`config.mk`:
```
export PLATFORM = sky130hd
export DESIGN_NAME = pptr_top
export DESIGN_NICKNAME = d
export VERILOG_FILES = /design/src/pptr_pkg.sv /design/src/pptr_top.sv
export SDC_FILE = /design/constraint.sdc
export NUM_CORES = 1
export LEC_CHECK = 0
export ABC_AREA = 1
export BUFFER_PORTS_ARGS = -buffer_cell sky130_fd_sc_hd__buf_2
export CAP_MARGIN = 10
export CORE_ASPECT_RATIO = 1.1
export CORE_MARGIN = 8
export CORE_UTILIZATION = 51
export CTS_CLUSTER_SIZE = 28
export DETAILED_ROUTE_END_ITERATION = 6
export PLACE_DENSITY = 0.7
export SLEW_MARGIN = 20
export SYNTH_ARGS = -nofsm -noshare
export SYNTH_HDL_FRONTEND = slang
export SYNTH_SLANG_ARGS = --single-unit
```
`constraint.sdc`:
```
create_clock -name sys_clk_i -period 1.87 [get_ports sys_clk_i]
set_input_delay 0.561 -clock sys_clk_i [delete_from_list [all_inputs] [get_ports sys_clk_i]]
set_output_delay 0.561 -clock sys_clk_i [all_outputs]
set_load 0.03 [all_outputs]
```
`src/pptr_pkg.sv`:
```
/*
  package of the power ping and tone relay: register map, field positions,
  reset values, ping width windows and tone lengths.
  assumes a 200 MHz system clock; all counts are in system clock cycles.
*/
package pptr_pkg;
  // ---------------------------------------------------------------------------
  // register offsets (byte addresses, one word each)
  // ---------------------------------------------------------------------------
  localparam logic [7:0] ADDR_DEVICE_CONFIG = 8'h00;
  localparam logic [7:0] ADDR_CHAIN_CONTROL = 8'h04;
  localparam logic [7:0] ADDR_GPIO_CONFIG = 8'h08;
  localparam logic [7:0] ADDR_STATUS = 8'h0C;
  localparam logic [7:0] ADDR_INT_STATUS = 8'h10;
  localparam logic [7:0] ADDR_INT_MASK = 8'h14;
  localparam logic [7:0] ADDR_ADC_CHANNEL = 8'h18;
  // ---------------------------------------------------------------------------
  // field positions
  // ---------------------------------------------------------------------------
  localparam int DCFG_MULTIDROP_BIT = 0;
  localparam int CTL_EMIT_WAKE_BIT = 0;
  localparam int CTL_EMIT_SLEEP_EXIT_BIT = 1;
  localparam int CTL_FAULT_BIT = 2;
  localparam int GCFG_SPI_BIT = 16;
  // interrupt status bits: wake, shutdown, sleep exit, hard reset, tone sent
  localparam int EV_WIDTH = 5;
  // ---------------------------------------------------------------------------
  // reset values
  // ---------------------------------------------------------------------------
  localparam logic [31:0] RST_DEVICE_CONFIG = 32'h0000_0000;
  // two bits per pin, 2'b00 means input with weak pulldown
  localparam logic [15:0] RST_GPIO_MODE = 16'h0000;
  localparam logic [EV_WIDTH-1:0] RST_INT_MASK = 5'h00;
  // ---------------------------------------------------------------------------
  // ping low-phase windows and tone lengths (plain defaults)
  // ---------------------------------------------------------------------------
  localparam int CLK_MHZ = 200;
  localparam int WAKE_MIN_US = 2000;
  localparam int SLEEP_EXIT_MIN_US = 200;
  localparam int SHUTDOWN_MIN_US = 7000;
  localparam int HARD_RESET_MIN_US = 36000;
  localparam int PING_MIN_US = 100;
  localparam int SLEEP_EXIT_MIN_CYC = SLEEP_EXIT_MIN_US * CLK_MHZ;
  localparam int WAKE_MIN_CYC = WAKE_MIN_US * CLK_MHZ;
  localparam int SHUTDOWN_MIN_CYC = SHUTDOWN_MIN_US * CLK_MHZ;
  localparam int HARD_RESET_MIN_CYC = HARD_RESET_MIN_US * CLK_MHZ;
  localparam int PING_MIN_CYC = PING_MIN_US * CLK_MHZ;
  localparam int COUPLET_CYC = 200;
  localparam int WAKE_COUPLETS = 8;
  localparam int SLEEP_EXIT_COUPLETS = 4;
  localparam int ADC_CHANNELS = 9;
  localparam int ADC_SLOT_CYC = 64;
  typedef enum logic [2:0] {
    PT_NONE, PT_WAKE, PT_SHUTDOWN, PT_SLEEP_EXIT, PT_HARD_RESET
  } pptr_ping_t;
endpackage

```
`src/pptr_top.sv`:
```
/*
  power ping and tone relay: decodes host pings on the uart receive line,
  relays wake and sleep exit tones up the chain, detects tones from below,
  and holds the transmit pin, fault output, gpio modes and adc round robin.
  assumes a single 200 MHz clock, synchronous reset, and a register master
  that keeps strobes one cycle long and never both at once.
*/
`timescale 1ns/10ps
module pptr_top
  import pptr_pkg::*;
#(
  parameter int SLEEP_EXIT_MIN = SLEEP_EXIT_MIN_CYC,
  parameter int WAKE_MIN = WAKE_MIN_CYC,
  parameter int SHUTDOWN_MIN = SHUTDOWN_MIN_CYC,
  parameter int HARD_RESET_MIN = HARD_RESET_MIN_CYC,
  parameter int PING_MIN = PING_MIN_CYC,
  parameter int WAKE_TONE_LEN = WAKE_COUPLETS,
  parameter int SLEEP_EXIT_TONE_LEN = SLEEP_EXIT_COUPLETS
) (
  // clock and reset
  input wire logic sys_clk_i,
  input wire logic reset_i,
  // register port
  input wire logic [7:0] reg_addr_i,
  input wire logic [31:0] reg_wdata_i,
  input wire logic reg_write_i,
  input wire logic reg_read_i,
  output logic [31:0] reg_rdata_o,
  // uart pins
  input wire logic uart_rx_i,
  output logic uart_tx_o,
  output logic uart_tx_oe_o,
  input wire logic uart_tx_data_i,
  input wire logic powered_down_i,
  // chain ports, couplet level on each
  input wire logic lower_chain_port_i,
  output logic upper_chain_port_o,
  output logic upper_chain_port_oe_o,
  output logic lower_chain_port_oe_o,
  // fault
  input wire logic fault_event_i,
  output logic fault_out_n_o,
  output logic fault_out_n_oe_o,
  // gpio mode and adc selection
  output logic [15:0] gpio_mode_o,
  output logic spi_select_o,
  output logic [3:0] adc_channel_o,
  // decoded requests to the power manager
  output logic wake_request_o,
  output logic shutdown_request_o,
  output logic sleep_exit_request_o,
  output logic hard_reset_request_o,
  output logic is_stack_o,
  output logic irq_o
);
  // ---------------------------------------------------------------------------
  // pin synchronisers: three flops, change counts when second and third agree
  // ---------------------------------------------------------------------------
  logic [2:0] rx_sync_q;
  logic [2:0] chain_sync_q;
  logic rx_q;
  logic chain_q;
  // sync chains
  always_ff @(posedge sys_clk_i) begin
    if (reset_i) begin
      rx_sync_q <= 3'h7;
      chain_sync_q <= 3'h0;
    end else begin
      rx_sync_q <= {rx_sync_q[1:0], uart_rx_i};
      chain_sync_q <= {chain_sync_q[1:0], lower_chain_port_i};
    end
  end
  // filtered levels
  always_ff @(posedge sys_clk_i) begin
    if (reset_i) begin
      rx_q <= 1'b1;
      chain_q <= 1'b0;
    end else begin
      if (rx_sync_q[1] == rx_sync_q[2]) begin
        rx_q <= rx_sync_q[2];
      end
      if (chain_sync_q[1] == chain_sync_q[2]) begin
        chain_q <= chain_sync_q[2];
      end
    end
  end
  // ---------------------------------------------------------------------------
  // registers
  // ---------------------------------------------------------------------------
  logic multidrop_q; // multidrop enable
  logic fault_ctl_q; // software fault force
  logic [15:0] gpio_mode_q; // two bits per pin
  logic spi_q; // spi on gpio 7 to 4
  logic [EV_WIDTH-1:0] int_status_q;
  logic [EV_WIDTH-1:0] int_mask_q;
  logic is_stack_q; // woken by tone
  logic [31:0] rdata_q;
  // decodes
  wire wr_dcfg = reg_write_i && (reg_addr_i == ADDR_DEVICE_CONFIG);
  wire wr_ctl = reg_write_i && (reg_addr_i == ADDR_CHAIN_CONTROL);
  wire wr_gcfg = reg_write_i && (reg_addr_i == ADDR_GPIO_CONFIG);
  wire wr_ists = reg_write_i && (reg_addr_i == ADDR_INT_STATUS);
  wire wr_imsk = reg_write_i && (reg_addr_i == ADDR_INT_MASK);
  wire emit_wake = wr_ctl && reg_wdata_i[CTL_EMIT_WAKE_BIT];
  wire emit_sleep_exit_tone = wr_ctl && reg_wdata_i[CTL_EMIT_SLEEP_EXIT_BIT];
  // ---------------------------------------------------------------------------
  // ping decoder: measure low phase, classify on rising edge
  // ---------------------------------------------------------------------------
  logic [31:0] low_cnt_q;
  logic rx_prev_q;
  pptr_ping_t ping_q;
  wire rx_rise = rx_q && !rx_prev_q;
  pptr_ping_t ping_class;
  always_comb begin
    ping_class = PT_NONE;
    if (low_cnt_q >= 32'(HARD_RESET_MIN)) begin
      ping_class = PT_HARD_RESET;
    end else if (low_cnt_q >= 32'(SHUTDOWN_MIN)) begin
      ping_class = PT_SHUTDOWN;
    end else if (low_cnt_q >= 32'(WAKE_MIN)) begin
      ping_class = PT_WAKE;
    end else if (low_cnt_q >= 32'(SLEEP_EXIT_MIN)) begin
      ping_class = PT_SLEEP_EXIT;
    end
  end
  // low-phase counter, saturating
  always_ff @(posedge sys_clk_i) begin
    if (reset_i) begin
      low_cnt_q <= 32'h0000_0000;
      rx_prev_q <= 1'b1;
      ping_q <= PT_NONE;
    end else begin
      rx_prev_q <= rx_q;
      ping_q <= rx_rise ? ping_class : PT_NONE;
      if (rx_q) begin
        low_cnt_q <= 32'h0000_0000;
      end else if (low_cnt_q != 32'hFFFF_FFFF) begin
        low_cnt_q <= low_cnt_q + 32'h0000_0001;
      end
    end
  end
  // ---------------------------------------------------------------------------
  // tone detector on the lower chain port: count couplet edges in a burst
  // ---------------------------------------------------------------------------
  logic chain_prev_q;
  logic [7:0] edge_cnt_q;
  logic [15:0] quiet_cnt_q;
  logic tone_wake_q;
  logic tone_sleep_exit_q;
  wire chain_edge = chain_q != chain_prev_q;
  wire burst_end = (quiet_cnt_q == 16'(4 * COUPLET_CYC)) && (edge_cnt_q != 8'h00);
  wire [7:0] couplets = {1'b0, edge_cnt_q[7:1]};
  always_ff @(posedge sys_clk_i) begin
    if (reset_i) begin
      chain_prev_q <= 1'b0;
      edge_cnt_q <= 8'h00;
      quiet_cnt_q <= 16'h0000;
      tone_wake_q <= 1'b0;
      tone_sleep_exit_q <= 1'b0;
    end else begin
      chain_prev_q <= chain_q;
      tone_wake_q <= burst_end && !multidrop_q && (couplets >= 8'(WAKE_TONE_LEN));
      tone_sleep_exit_q <= burst_end && !multidrop_q && (couplets >= 8'(SLEEP_EXIT_TONE_LEN))
                           && (couplets < 8'(WAKE_TONE_LEN));
      if (chain_edge) begin
        quiet_cnt_q <= 16'h0000;
        edge_cnt_q <= (edge_cnt_q == 8'hFF) ? edge_cnt_q : edge_cnt_q + 8'h01;
      end else if (burst_end) begin
        edge_cnt_q <= 8'h00;
        quiet_cnt_q <= 16'h0000;
      end else if (edge_cnt_q != 8'h00) begin
        quiet_cnt_q <= quiet_cnt_q + 16'h0001;
      end
    end
  end
  // ---------------------------------------------------------------------------
  // tone generator on the upper chain port
  // ---------------------------------------------------------------------------
  logic [7:0] tone_left_q; // half couplets remaining
  logic [15:0] half_cnt_q;
  logic tone_level_q;
  logic tone_done_q;
  // only wake and sleep exit start a tone
  wire relay_wake = ping_q == PT_WAKE || tone_wake_q;
  wire relay_sleep = ping_q == PT_SLEEP_EXIT || tone_sleep_exit_q;
  wire start_wake = (relay_wake || emit_wake) && !multidrop_q;
  wire start_sleep = (relay_sleep || emit_sleep_exit_tone) && !multidrop_q;
  wire tone_busy = tone_left_q != 8'h00;
  // burst timing
  always_ff @(posedge sys_clk_i) begin
    if (reset_i) begin
      tone_left_q <= 8'h00;
      half_cnt_q <= 16'h0000;
      tone_level_q <= 1'b0;
      tone_done_q <= 1'b0;
    end else begin
      tone_done_q <= 1'b0;
      if (!tone_busy && start_wake) begin
        tone_left_q <= 8'(2 * WAKE_TONE_LEN);
        half_cnt_q <= 16'h0000;
      end else if (!tone_busy && start_sleep) begin
        tone_left_q <= 8'(2 * SLEEP_EXIT_TONE_LEN);
        half_cnt_q <= 16'h0000;
      end else if (tone_busy) begin
        if (half_cnt_q == 16'(COUPLET_CYC / 2 - 1)) begin
          half_cnt_q <= 16'h0000;
          tone_level_q <= !tone_level_q;
          tone_left_q <= tone_left_q - 8'h01;
          tone_done_q <= tone_left_q == 8'h01;
        end else begin
          half_cnt_q <= half_cnt_q + 16'h0001;
        end
      end
    end
  end
  // ---------------------------------------------------------------------------
  // requests, stack detection, events
  // ---------------------------------------------------------------------------
  logic wake_req_q;
  logic shut_req_q;
  logic sleep_req_q;
  logic hard_req_q;
  wire [EV_WIDTH-1:0] events = {tone_done_q, hard_req_q, sleep_req_q, shut_req_q, wake_req_q};
  // shutdown and reset act locally only
  always_ff @(posedge sys_clk_i) begin
    if (reset_i) begin
      wake_req_q <= 1'b0;
      shut_req_q <= 1'b0;
      sleep_req_q <= 1'b0;
      hard_req_q <= 1'b0;
      is_stack_q <= 1'b0;
    end else begin
      wake_req_q <= ping_q == PT_WAKE || tone_wake_q;
      shut_req_q <= ping_q == PT_SHUTDOWN;
      sleep_req_q <= ping_q == PT_SLEEP_EXIT || tone_sleep_exit_q;
      hard_req_q <= ping_q == PT_HARD_RESET;
      if (tone_wake_q) begin
        is_stack_q <= 1'b1;
      end else if (ping_q == PT_WAKE) begin
        is_stack_q <= 1'b0;
      end
    end
  end
  // ---------------------------------------------------------------------------
  // register writes and sticky status (set wins over clear)
  // ---------------------------------------------------------------------------
  always_ff @(posedge sys_clk_i) begin
    if (reset_i) begin
      multidrop_q <= RST_DEVICE_CONFIG[DCFG_MULTIDROP_BIT];
      fault_ctl_q <= 1'b0;
      gpio_mode_q <= RST_GPIO_MODE;
      spi_q <= 1'b0;
      int_status_q <= '0;
      int_mask_q <= RST_INT_MASK;
    end else begin
      if (wr_dcfg) begin
        multidrop_q <= reg_wdata_i[DCFG_MULTIDROP_BIT];
      end
      if (wr_ctl) begin
        fault_ctl_q <= reg_wdata_i[CTL_FAULT_BIT];
      end
      if (wr_gcfg) begin
        gpio_mode_q <= reg_wdata_i[15:0];
        spi_q <= reg_wdata_i[GCFG_SPI_BIT];
      end
      if (wr_imsk) begin
        int_mask_q <= reg_wdata_i[EV_WIDTH-1:0];
      end
      int_status_q <= (int_status_q & ~(wr_ists ? reg_wdata_i[EV_WIDTH-1:0] : '0)) | events;
    end
  end
  // ---------------------------------------------------------------------------
  // adc round robin: reference slot, then each gpio
  // ---------------------------------------------------------------------------
  logic [3:0] adc_ch_q; // 0 is reference, 1 to 8 gpio
  logic [7:0] slot_cnt_q;
  always_ff @(posedge sys_clk_i) begin
    if (reset_i) begin
      adc_ch_q <= 4'h0;
      slot_cnt_q <= 8'h00;
    end else if (slot_cnt_q == 8'(ADC_SLOT_CYC - 1)) begin
      slot_cnt_q <= 8'h00;
      adc_ch_q <= (adc_ch_q == 4'(ADC_CHANNELS - 1)) ? 4'h0 : adc_ch_q + 4'h1;
    end else begin
      slot_cnt_q <= slot_cnt_q + 8'h01;
    end
  end
  // ---------------------------------------------------------------------------
  // read mux and pin outputs
  // ---------------------------------------------------------------------------
  wire [31:0] rd_mux =
    (reg_addr_i == ADDR_DEVICE_CONFIG) ? {31'h0, multidrop_q} :
    (reg_addr_i == ADDR_CHAIN_CONTROL) ? {29'h0, fault_ctl_q, 2'h0} :
    (reg_addr_i == ADDR_GPIO_CONFIG) ? {15'h0, spi_q, gpio_mode_q} :
    (reg_addr_i == ADDR_STATUS) ? {29'h0, tone_busy, is_stack_q, fault_event_i} :
    (reg_addr_i == ADDR_INT_STATUS) ? {27'h0, int_status_q} :
    (reg_addr_i == ADDR_INT_MASK) ? {27'h0, int_mask_q} :
    (reg_addr_i == ADDR_ADC_CHANNEL) ? {28'h0, adc_ch_q} : 32'h0000_0000;
  // spi overrides gpio 7 to 4 modes, code 2'b11 per pin
  wire [15:0] gpio_eff = spi_q ? {8'hFF, gpio_mode_q[7:0]} : gpio_mode_q;
  // tx idles high, stack keeps transmitter quiet unless multidrop is set
  wire tx_en = !is_stack_q || multidrop_q;
  wire tx_level = tx_en ? uart_tx_data_i : 1'b1;
  wire fault_any = fault_event_i || fault_ctl_q;
  // output flops
  always_ff @(posedge sys_clk_i) begin
    if (reset_i) begin
      rdata_q <= 32'h0000_0000;
      uart_tx_o <= 1'b1;
      uart_tx_oe_o <= 1'b0;
      upper_chain_port_o <= 1'b0;
      upper_chain_port_oe_o <= 1'b0;
      lower_chain_port_oe_o <= 1'b0;
      fault_out_n_o <= 1'b1;
      fault_out_n_oe_o <= 1'b0;
      gpio_mode_o <= RST_GPIO_MODE;
      spi_select_o <= 1'b0;
      adc_channel_o <= 4'h0;
      wake_request_o <= 1'b0;
      shutdown_request_o <= 1'b0;
      sleep_exit_request_o <= 1'b0;
      hard_reset_request_o <= 1'b0;
      is_stack_o <= 1'b0;
      irq_o <= 1'b0;
    end else begin
      rdata_q <= reg_read_i ? rd_mux : 32'h0000_0000;
      uart_tx_o <= tx_level;
      uart_tx_oe_o <= !powered_down_i; // high impedance when off
      upper_chain_port_o <= tone_level_q;
      upper_chain_port_oe_o <= !multidrop_q && tone_busy;
      lower_chain_port_oe_o <= !multidrop_q && is_stack_q;
      fault_out_n_o <= 1'b0; // open drain, drive low only
      fault_out_n_oe_o <= fault_any;
      gpio_mode_o <= gpio_eff;
      spi_select_o <= spi_q;
      adc_channel_o <= adc_ch_q;
      wake_request_o <= wake_req_q;
      shutdown_request_o <= shut_req_q;
      sleep_exit_request_o <= sleep_req_q;
      hard_reset_request_o <= hard_req_q;
      is_stack_o <= is_stack_q;
      irq_o <= |(int_status_q & int_mask_q);
    end
  end
  assign reg_rdata_o = rdata_q;
endmodule

```
======== Word-level counts from Yosys, hierarchy flattened ========
Cells that the tools add are included.
word-level totals
  flip-flop bits (word level) ............. 209
  input port bits ......................... 49
  output and inout port bits .............. 66
  word-level logic and storage cells ...... 184
operators by class
  $add $sub $neg .......................... 7
  magnitude comparators ................... 7
  equal/unequal tests ..................... 21
  muxes and demuxes ....................... 25
  bitwise gates (word level) .............. 11
  reductions and logical operators ........ 60
operator list
  kind                                                                                    count
  5-bit 2-to-1 mux                                                                        8
  16-bit by 1-bit adder with 16-bit output (second input constant)                        2
  32-bit by 1-bit adder with 32-bit output (second input constant)                        1
  32-bit by 16-bit greater-or-equal comparator with 1-bit output (second input constant)  1
  32-bit by 19-bit greater-or-equal comparator with 1-bit output (second input constant)  1
  32-bit by 21-bit greater-or-equal comparator with 1-bit output (second input constant)  1
  32-bit by 23-bit greater-or-equal comparator with 1-bit output (second input constant)  1
  16-bit 2-to-1 mux                                                                       2
  32-bit inequality test (second input constant)                                          1
  8-bit by 5-bit equality test with 1-bit output (second input constant)                  3
  8-bit 2-to-1 mux                                                                        3
  1-bit logical AND                                                                       19
  17-bit 2-to-1 mux                                                                       1
  8-bit by 1-bit adder with 8-bit output (second input constant)                          2
  16-bit by 10-bit equality test with 1-bit output (second input constant)                1
  16-bit by 7-bit equality test with 1-bit output (second input constant)                 1
  8-bit by 4-bit equality test with 1-bit output (second input constant)                  2
  8-bit nonzero test                                                                      2
  2-bit OR reduction                                                                      6
  3-bit OR reduction                                                                      4
  5-bit AND                                                                               2
  5-bit OR reduction                                                                      2
  8-bit by 1-bit equality test with 1-bit output (second input constant)                  1
  8-bit by 3-bit equality test with 1-bit output (second input constant)                  1
  other kinds (30)                                                                        63

======== Depth between registers and ports, before layout ========
  depth in word-level cells ............... 8
  mapped depth ............................ 12
  gate-level depth less buffers ........... 11

======== Worst setup path before layout ========
OpenSTA, ideal clock, no wires.
  path type ............................... input to register
  from .................................... input reg_addr_i[7]
  to ...................................... register half_cnt_q[9]
  setup time .............................. 0.121 ns
  arrival ................................. 1.550 ns
  data required time ...................... 1.749 ns
  slack ................................... 0.199 ns
  stages on the path ...................... 9
  buffers on the path ..................... 1
  path through ............................ nor2_1 nand2_1 nor2_2 nand2_1 o21ai_1 nand2_1 nand2_1 buf_4 nor3_1
between the ends
  cells in the longest elaborated chain, start to end .. 7
  elaborated cells on any way between the ends .. 11
  those cells by class .................... 1 x eq/ne; 10 x reduce/logical
RTL lines
  element                                             line                              text
  from (decl)                                         pptr_top.sv:24                    input wire logic [7:0] reg_addr_i,
  8-bit by 3-bit equality test with 1-bit output (*)  pptr_top.sv:100                   wire wr_ctl = reg_write_i && (reg_addr_i == ADDR_CHAIN_CONTROL);
  1-bit logical AND (*)                               pptr_top.sv:100
  1-bit logical AND (on tied branches)                pptr_top.sv:104, pptr_top.sv:105
  1-bit logical OR (on tied branches)                 pptr_top.sv:186, pptr_top.sv:187
  1-bit logical AND (on tied branches)                pptr_top.sv:186, pptr_top.sv:187
  1-bit logical AND (on tied branches)                pptr_top.sv:198, pptr_top.sv:201
  3-bit OR reduction (no source line) (*)             -
  to (signal assigned)                                pptr_top.sv:211                   half_cnt_q <= half_cnt_q + 16'h0001;
  to (decl)                                           pptr_top.sv:180                   logic [15:0] half_cnt_q;
Every way passes the cells marked *; elsewhere a longest branch is shown, timed or not.
A chain may end at the register's enable or synchronous reset.

======== Worst setup path in the final report ========
  from .................................... register low_cnt_q[0]
  to ...................................... register low_cnt_q[28]
between the ends
  cells in the longest elaborated chain, start to end .. 1
  elaborated cells on any way between the ends .. 2
  those cells by class .................... 1 x add/sub; 1 x eq/ne
RTL lines
  element                                                                                    line                              text
  from (decl)                                                                                pptr_top.sv:109                   logic [31:0] low_cnt_q;
  from (signal assigned)                                                                     pptr_top.sv:138                   low_cnt_q <= low_cnt_q + 32'h0000_0001;
  32-bit by 1-bit adder with 32-bit output / 32-bit inequality test (equally long branches)  pptr_top.sv:138, pptr_top.sv:137
Several ways; a longest one is shown, not always the timed one.

==> metrics.md <==
| Metric | Value |
|---|---|
| Via Count | 8318 |
| Die Ht | 155.8 um |
| DRT Wirelength | approximately 21 mm |
| Drt wl/cell | around 13 um |
| CTS Buffer Depth | 2 |
| Synthesized area | about 9100 um^2 |
| Core Box Area | between 15000 and 20000 um^2 |
| GP Congestion | between 0.9 and 1 |
| # IOs | between 100 and 150 |
| Terminus of the critical flop-to-flop path | low_cnt_q[28] |
| Hold Crit Class | in2reg |
| Status | finished clean |
| Die Wd | roughly 140 um |
| Initial Utilization | ~52% |
| First-pass DRT Iterations | 4 |
| Flop pwr share | 51.6% |
| Final #Nets | roughly 1500 |
| CTS sink count | just under 200 |
| Antenna Violating Nets Remaining | 0 |
| Largest area contributor in the netlist | dfxtp_1 |
| Worst-Skew Late Latency | approximately 440 ps |
| Logic pwr share | 3.2% |
| Clock power frac | 45.2% |
| Critical path capture point type | flop |
| Largest net degree at the start of global routing | 38 |
| Cell area after layout | between 10000 and 15000 um^2 |
| Yosys top cell area share | roughly 43% |
| Reg-to-reg startpoint | low_cnt_q[0] |
| Routing usage on met2 | approximately a third |
| Final worst-path cycle share | between 90% and 100% |
| Share of the yosys chip area belonging to registers | 42.88% |
| FP Rows | 51 |
| Number of synthesized register bits | about 190 |
| WHS Path Cells | 2 |
| FFs w/ async S/R, synth | 0% |
| Hold_sp | powered_down_i |
| Worst Clk Skew | 16.97 ps |
| First-pass GRT wire length | 35.00 mm |
| Met1 GRT Util | a little under a quarter |
| # H-tree levels | 4 |
| # DRC | 0 |
| Area taken by multi-input logic gates | ~4300 um^2 |
| Synth Instances | 1286 |
| Max Slew Vio Count | 0 |
| Most common cell after layout, fill and taps aside | nand2_1 |
| Initial antenna violation count | 0 |
| CP Data Arrival Time | between 2000 and 2500 ps |
| Seq. cell area | slightly below 4000 um^2 |
| Ant diodes | 0 |
| CP max FO | 4 |
| Clock slew at reported path FFs | ~80 ps |
| Final Hold Fails | 0 |
| Setup_tns | 0 ps |
| CTS tree | built |
| VDD IR-drop max | just under 0.7 mV |
| Worst setup path startpoint | low_cnt_q[0] |
| Share of cells above drive strength 1 | between 10% and 20% |
| Fillers | ~1700 |
| WHS Endpoint | uart_tx_oe_o |
| Grt peak-use layer | met2 |
| Number of global-route vias before repair | 7649 |
| P_sw | between 2 and 2.5 mW |
| Root Buffer | clkbuf_16 |
| Register-to-register setup slack | approximately 87 ps |
| Type of origin of the critical path | flop |
| Post-DP Area | 9992 um^2 |
| I/O Buffers | 84 |
| Max Freq | between 500 and 600 MHz |
| Max-Cap Viols | 0 |
| Critical path type | reg2reg |
| Switch share | 24.91% |
| Leakage dissipation | 4.655 nW |
| Reg2Reg Depth | 9 |
| Hold_buf cts | 0 |
| Die area | 22280 um^2 |
| GRT overflow | 0 |
| Tmin final | 1783 ps |
| Vias per cell | ~5 |
| Syn. warnings | 0 |
| Post-synth EDFFs | 0 |
| Top area cells in the synthesized netlist | dfxtp_1 43%, nand2_1 9.9%, nor2_1 8.5% |
| Ys flop type | dfxtp_1 |
| Critical path data required time | 2210 ps |
| P per Cell Area | between 700 and 800 nW/um^2 |
| Yosys cell types | 46 |
| GRT met3 Usage | 4.010% |
| DPL Wire Length | roughly 16 mm |
| Area Growth Syn to Fin | 17.85% |
| Avg Inst Size Synth | between 7 and 8 um^2 |
| Commonest cells after routing, fill and taps aside | 240 x nand2_1, 204 x nor2_1, 194 x dfxtp_1, 171 x inv_1, 85 x nand3_1 |
| Setup violations, final | 0 |
| TritonCTS Buffers | 17 |
| Initial DRC Count | around 460 |
| Total track usage | a little under a fifth |
| Cell Int Power | between 6 and 7 mW |
[registers in the layout (all words and copies together), names as in the netlist, 4 cells and up]
name	flops
low_cnt_q	32
reg_rdata_o	17
gpio_mode_o	16
gpio_mode_q	16
half_cnt_q	16
quiet_cnt_q	16
edge_cnt_q	8
slot_cnt_q	8
tone_left_q	8
int_mask_q	5
int_status_q	5
adc_ch_q	4
adc_channel_o	4
[repair_timing]
| item | in CTS | in global routing |
|---|---|---|
| setup endpoints to repair | 0 | 30 |
| endpoints found under the hold margin | 0 | 0 |
| setup buffers | 0 | 4 |
| gates resized for setup | 0 | 8 |
[critical path, cell delays in order, from the launching register on]
cell     delay, ps
dfxtp_1        340
ha_1           190
buf_4          150
nand4_1        260
nor2_1         190
nand3_1        140
nor2_1         200
nand3_1        100
nand3_1         90
inv_1           40
[how the worst max path moves through the flow]
stage / to / slack [ps] / cells past startpoint
after floorplan: half_cnt_q[9] / 200 / 9
after global placement: tone_left_q[4] / -20 / 12
after detailed placement: gpio_mode_q[8] / -40 / 9
after CTS: tone_left_q[7] / 60 / 10
after global routing: edge_cnt_q[3] / -50 / 9
final: low_cnt_q[28] / 90 / 9
[metal layers]
metal	part of all wire, %	routed length [um]
met1	45	9408
met2	48	10170
met5	0	0
met4	2.0	412
met3	4.7	987
[power by group through the flow]
stage / Combinational [mW] / Sequential, mW / Clock, mW
after floorplan: 0.163 / 4.26 / 0
after global placement: 0.256 / 4.25 / 0
after detailed placement: 0.256 / 4.25 / 0
after CTS: 0.257 / 4.15 / 3.74
after global routing: 0.282 / 4.15 / 3.94
final: 0.258 / 4.15 / 3.64
[cells in the mapped netlist, drive strengths merged (6+ instances only)]
cell type,number
a31oi,7
o21ai,59
xor2,18
dfxtp,194
nand4,38
nand3,96
inv,179
nor3b,7
nor2,217
buf,31
nand2,243
xnor2,6
or2,9
clkbuf,11
ha,13
a21oi,75
nor3,56
[logic make-up after synthesis]
kind of cell    after synthesis  synth area share (%)
fa+ha+maj                    13                 1.796
other cells                   1               0.04141
compound gates              156                 9.188
xor+xnor                     24                 2.321
buf+inv                     226                 10.51
flops                       194                 42.88
simple gates                672                 33.26
[metrics by stage]
stage                     hold WS [ps]  power [mW]  instances  util (%)  worst slack, ps
after global routing             250.9       8.381       1666     60.82           -49.50
after global placement           391.6       4.505       1630     56.94           -19.80
after floorplan                  388.3       4.422       1300         -            198.8
final                            271.4       8.053       1666     60.82            87.23
after CTS                        255.7       8.144       1662     60.39            55.04
after detailed placement         397.7       4.506       1630     56.94           -36.59
[final cells by class]
type,count,share of cell area (%)
multi-input cells,880,40.29
inverters,184,6.495
clock buffers,17,3.986
repair buffers,138,8.359
well taps,238,2.790
flip-flops and latches,194,36.39
clock inverters,15,1.688
No activity file was read; power rests on OpenSTA's default activity.
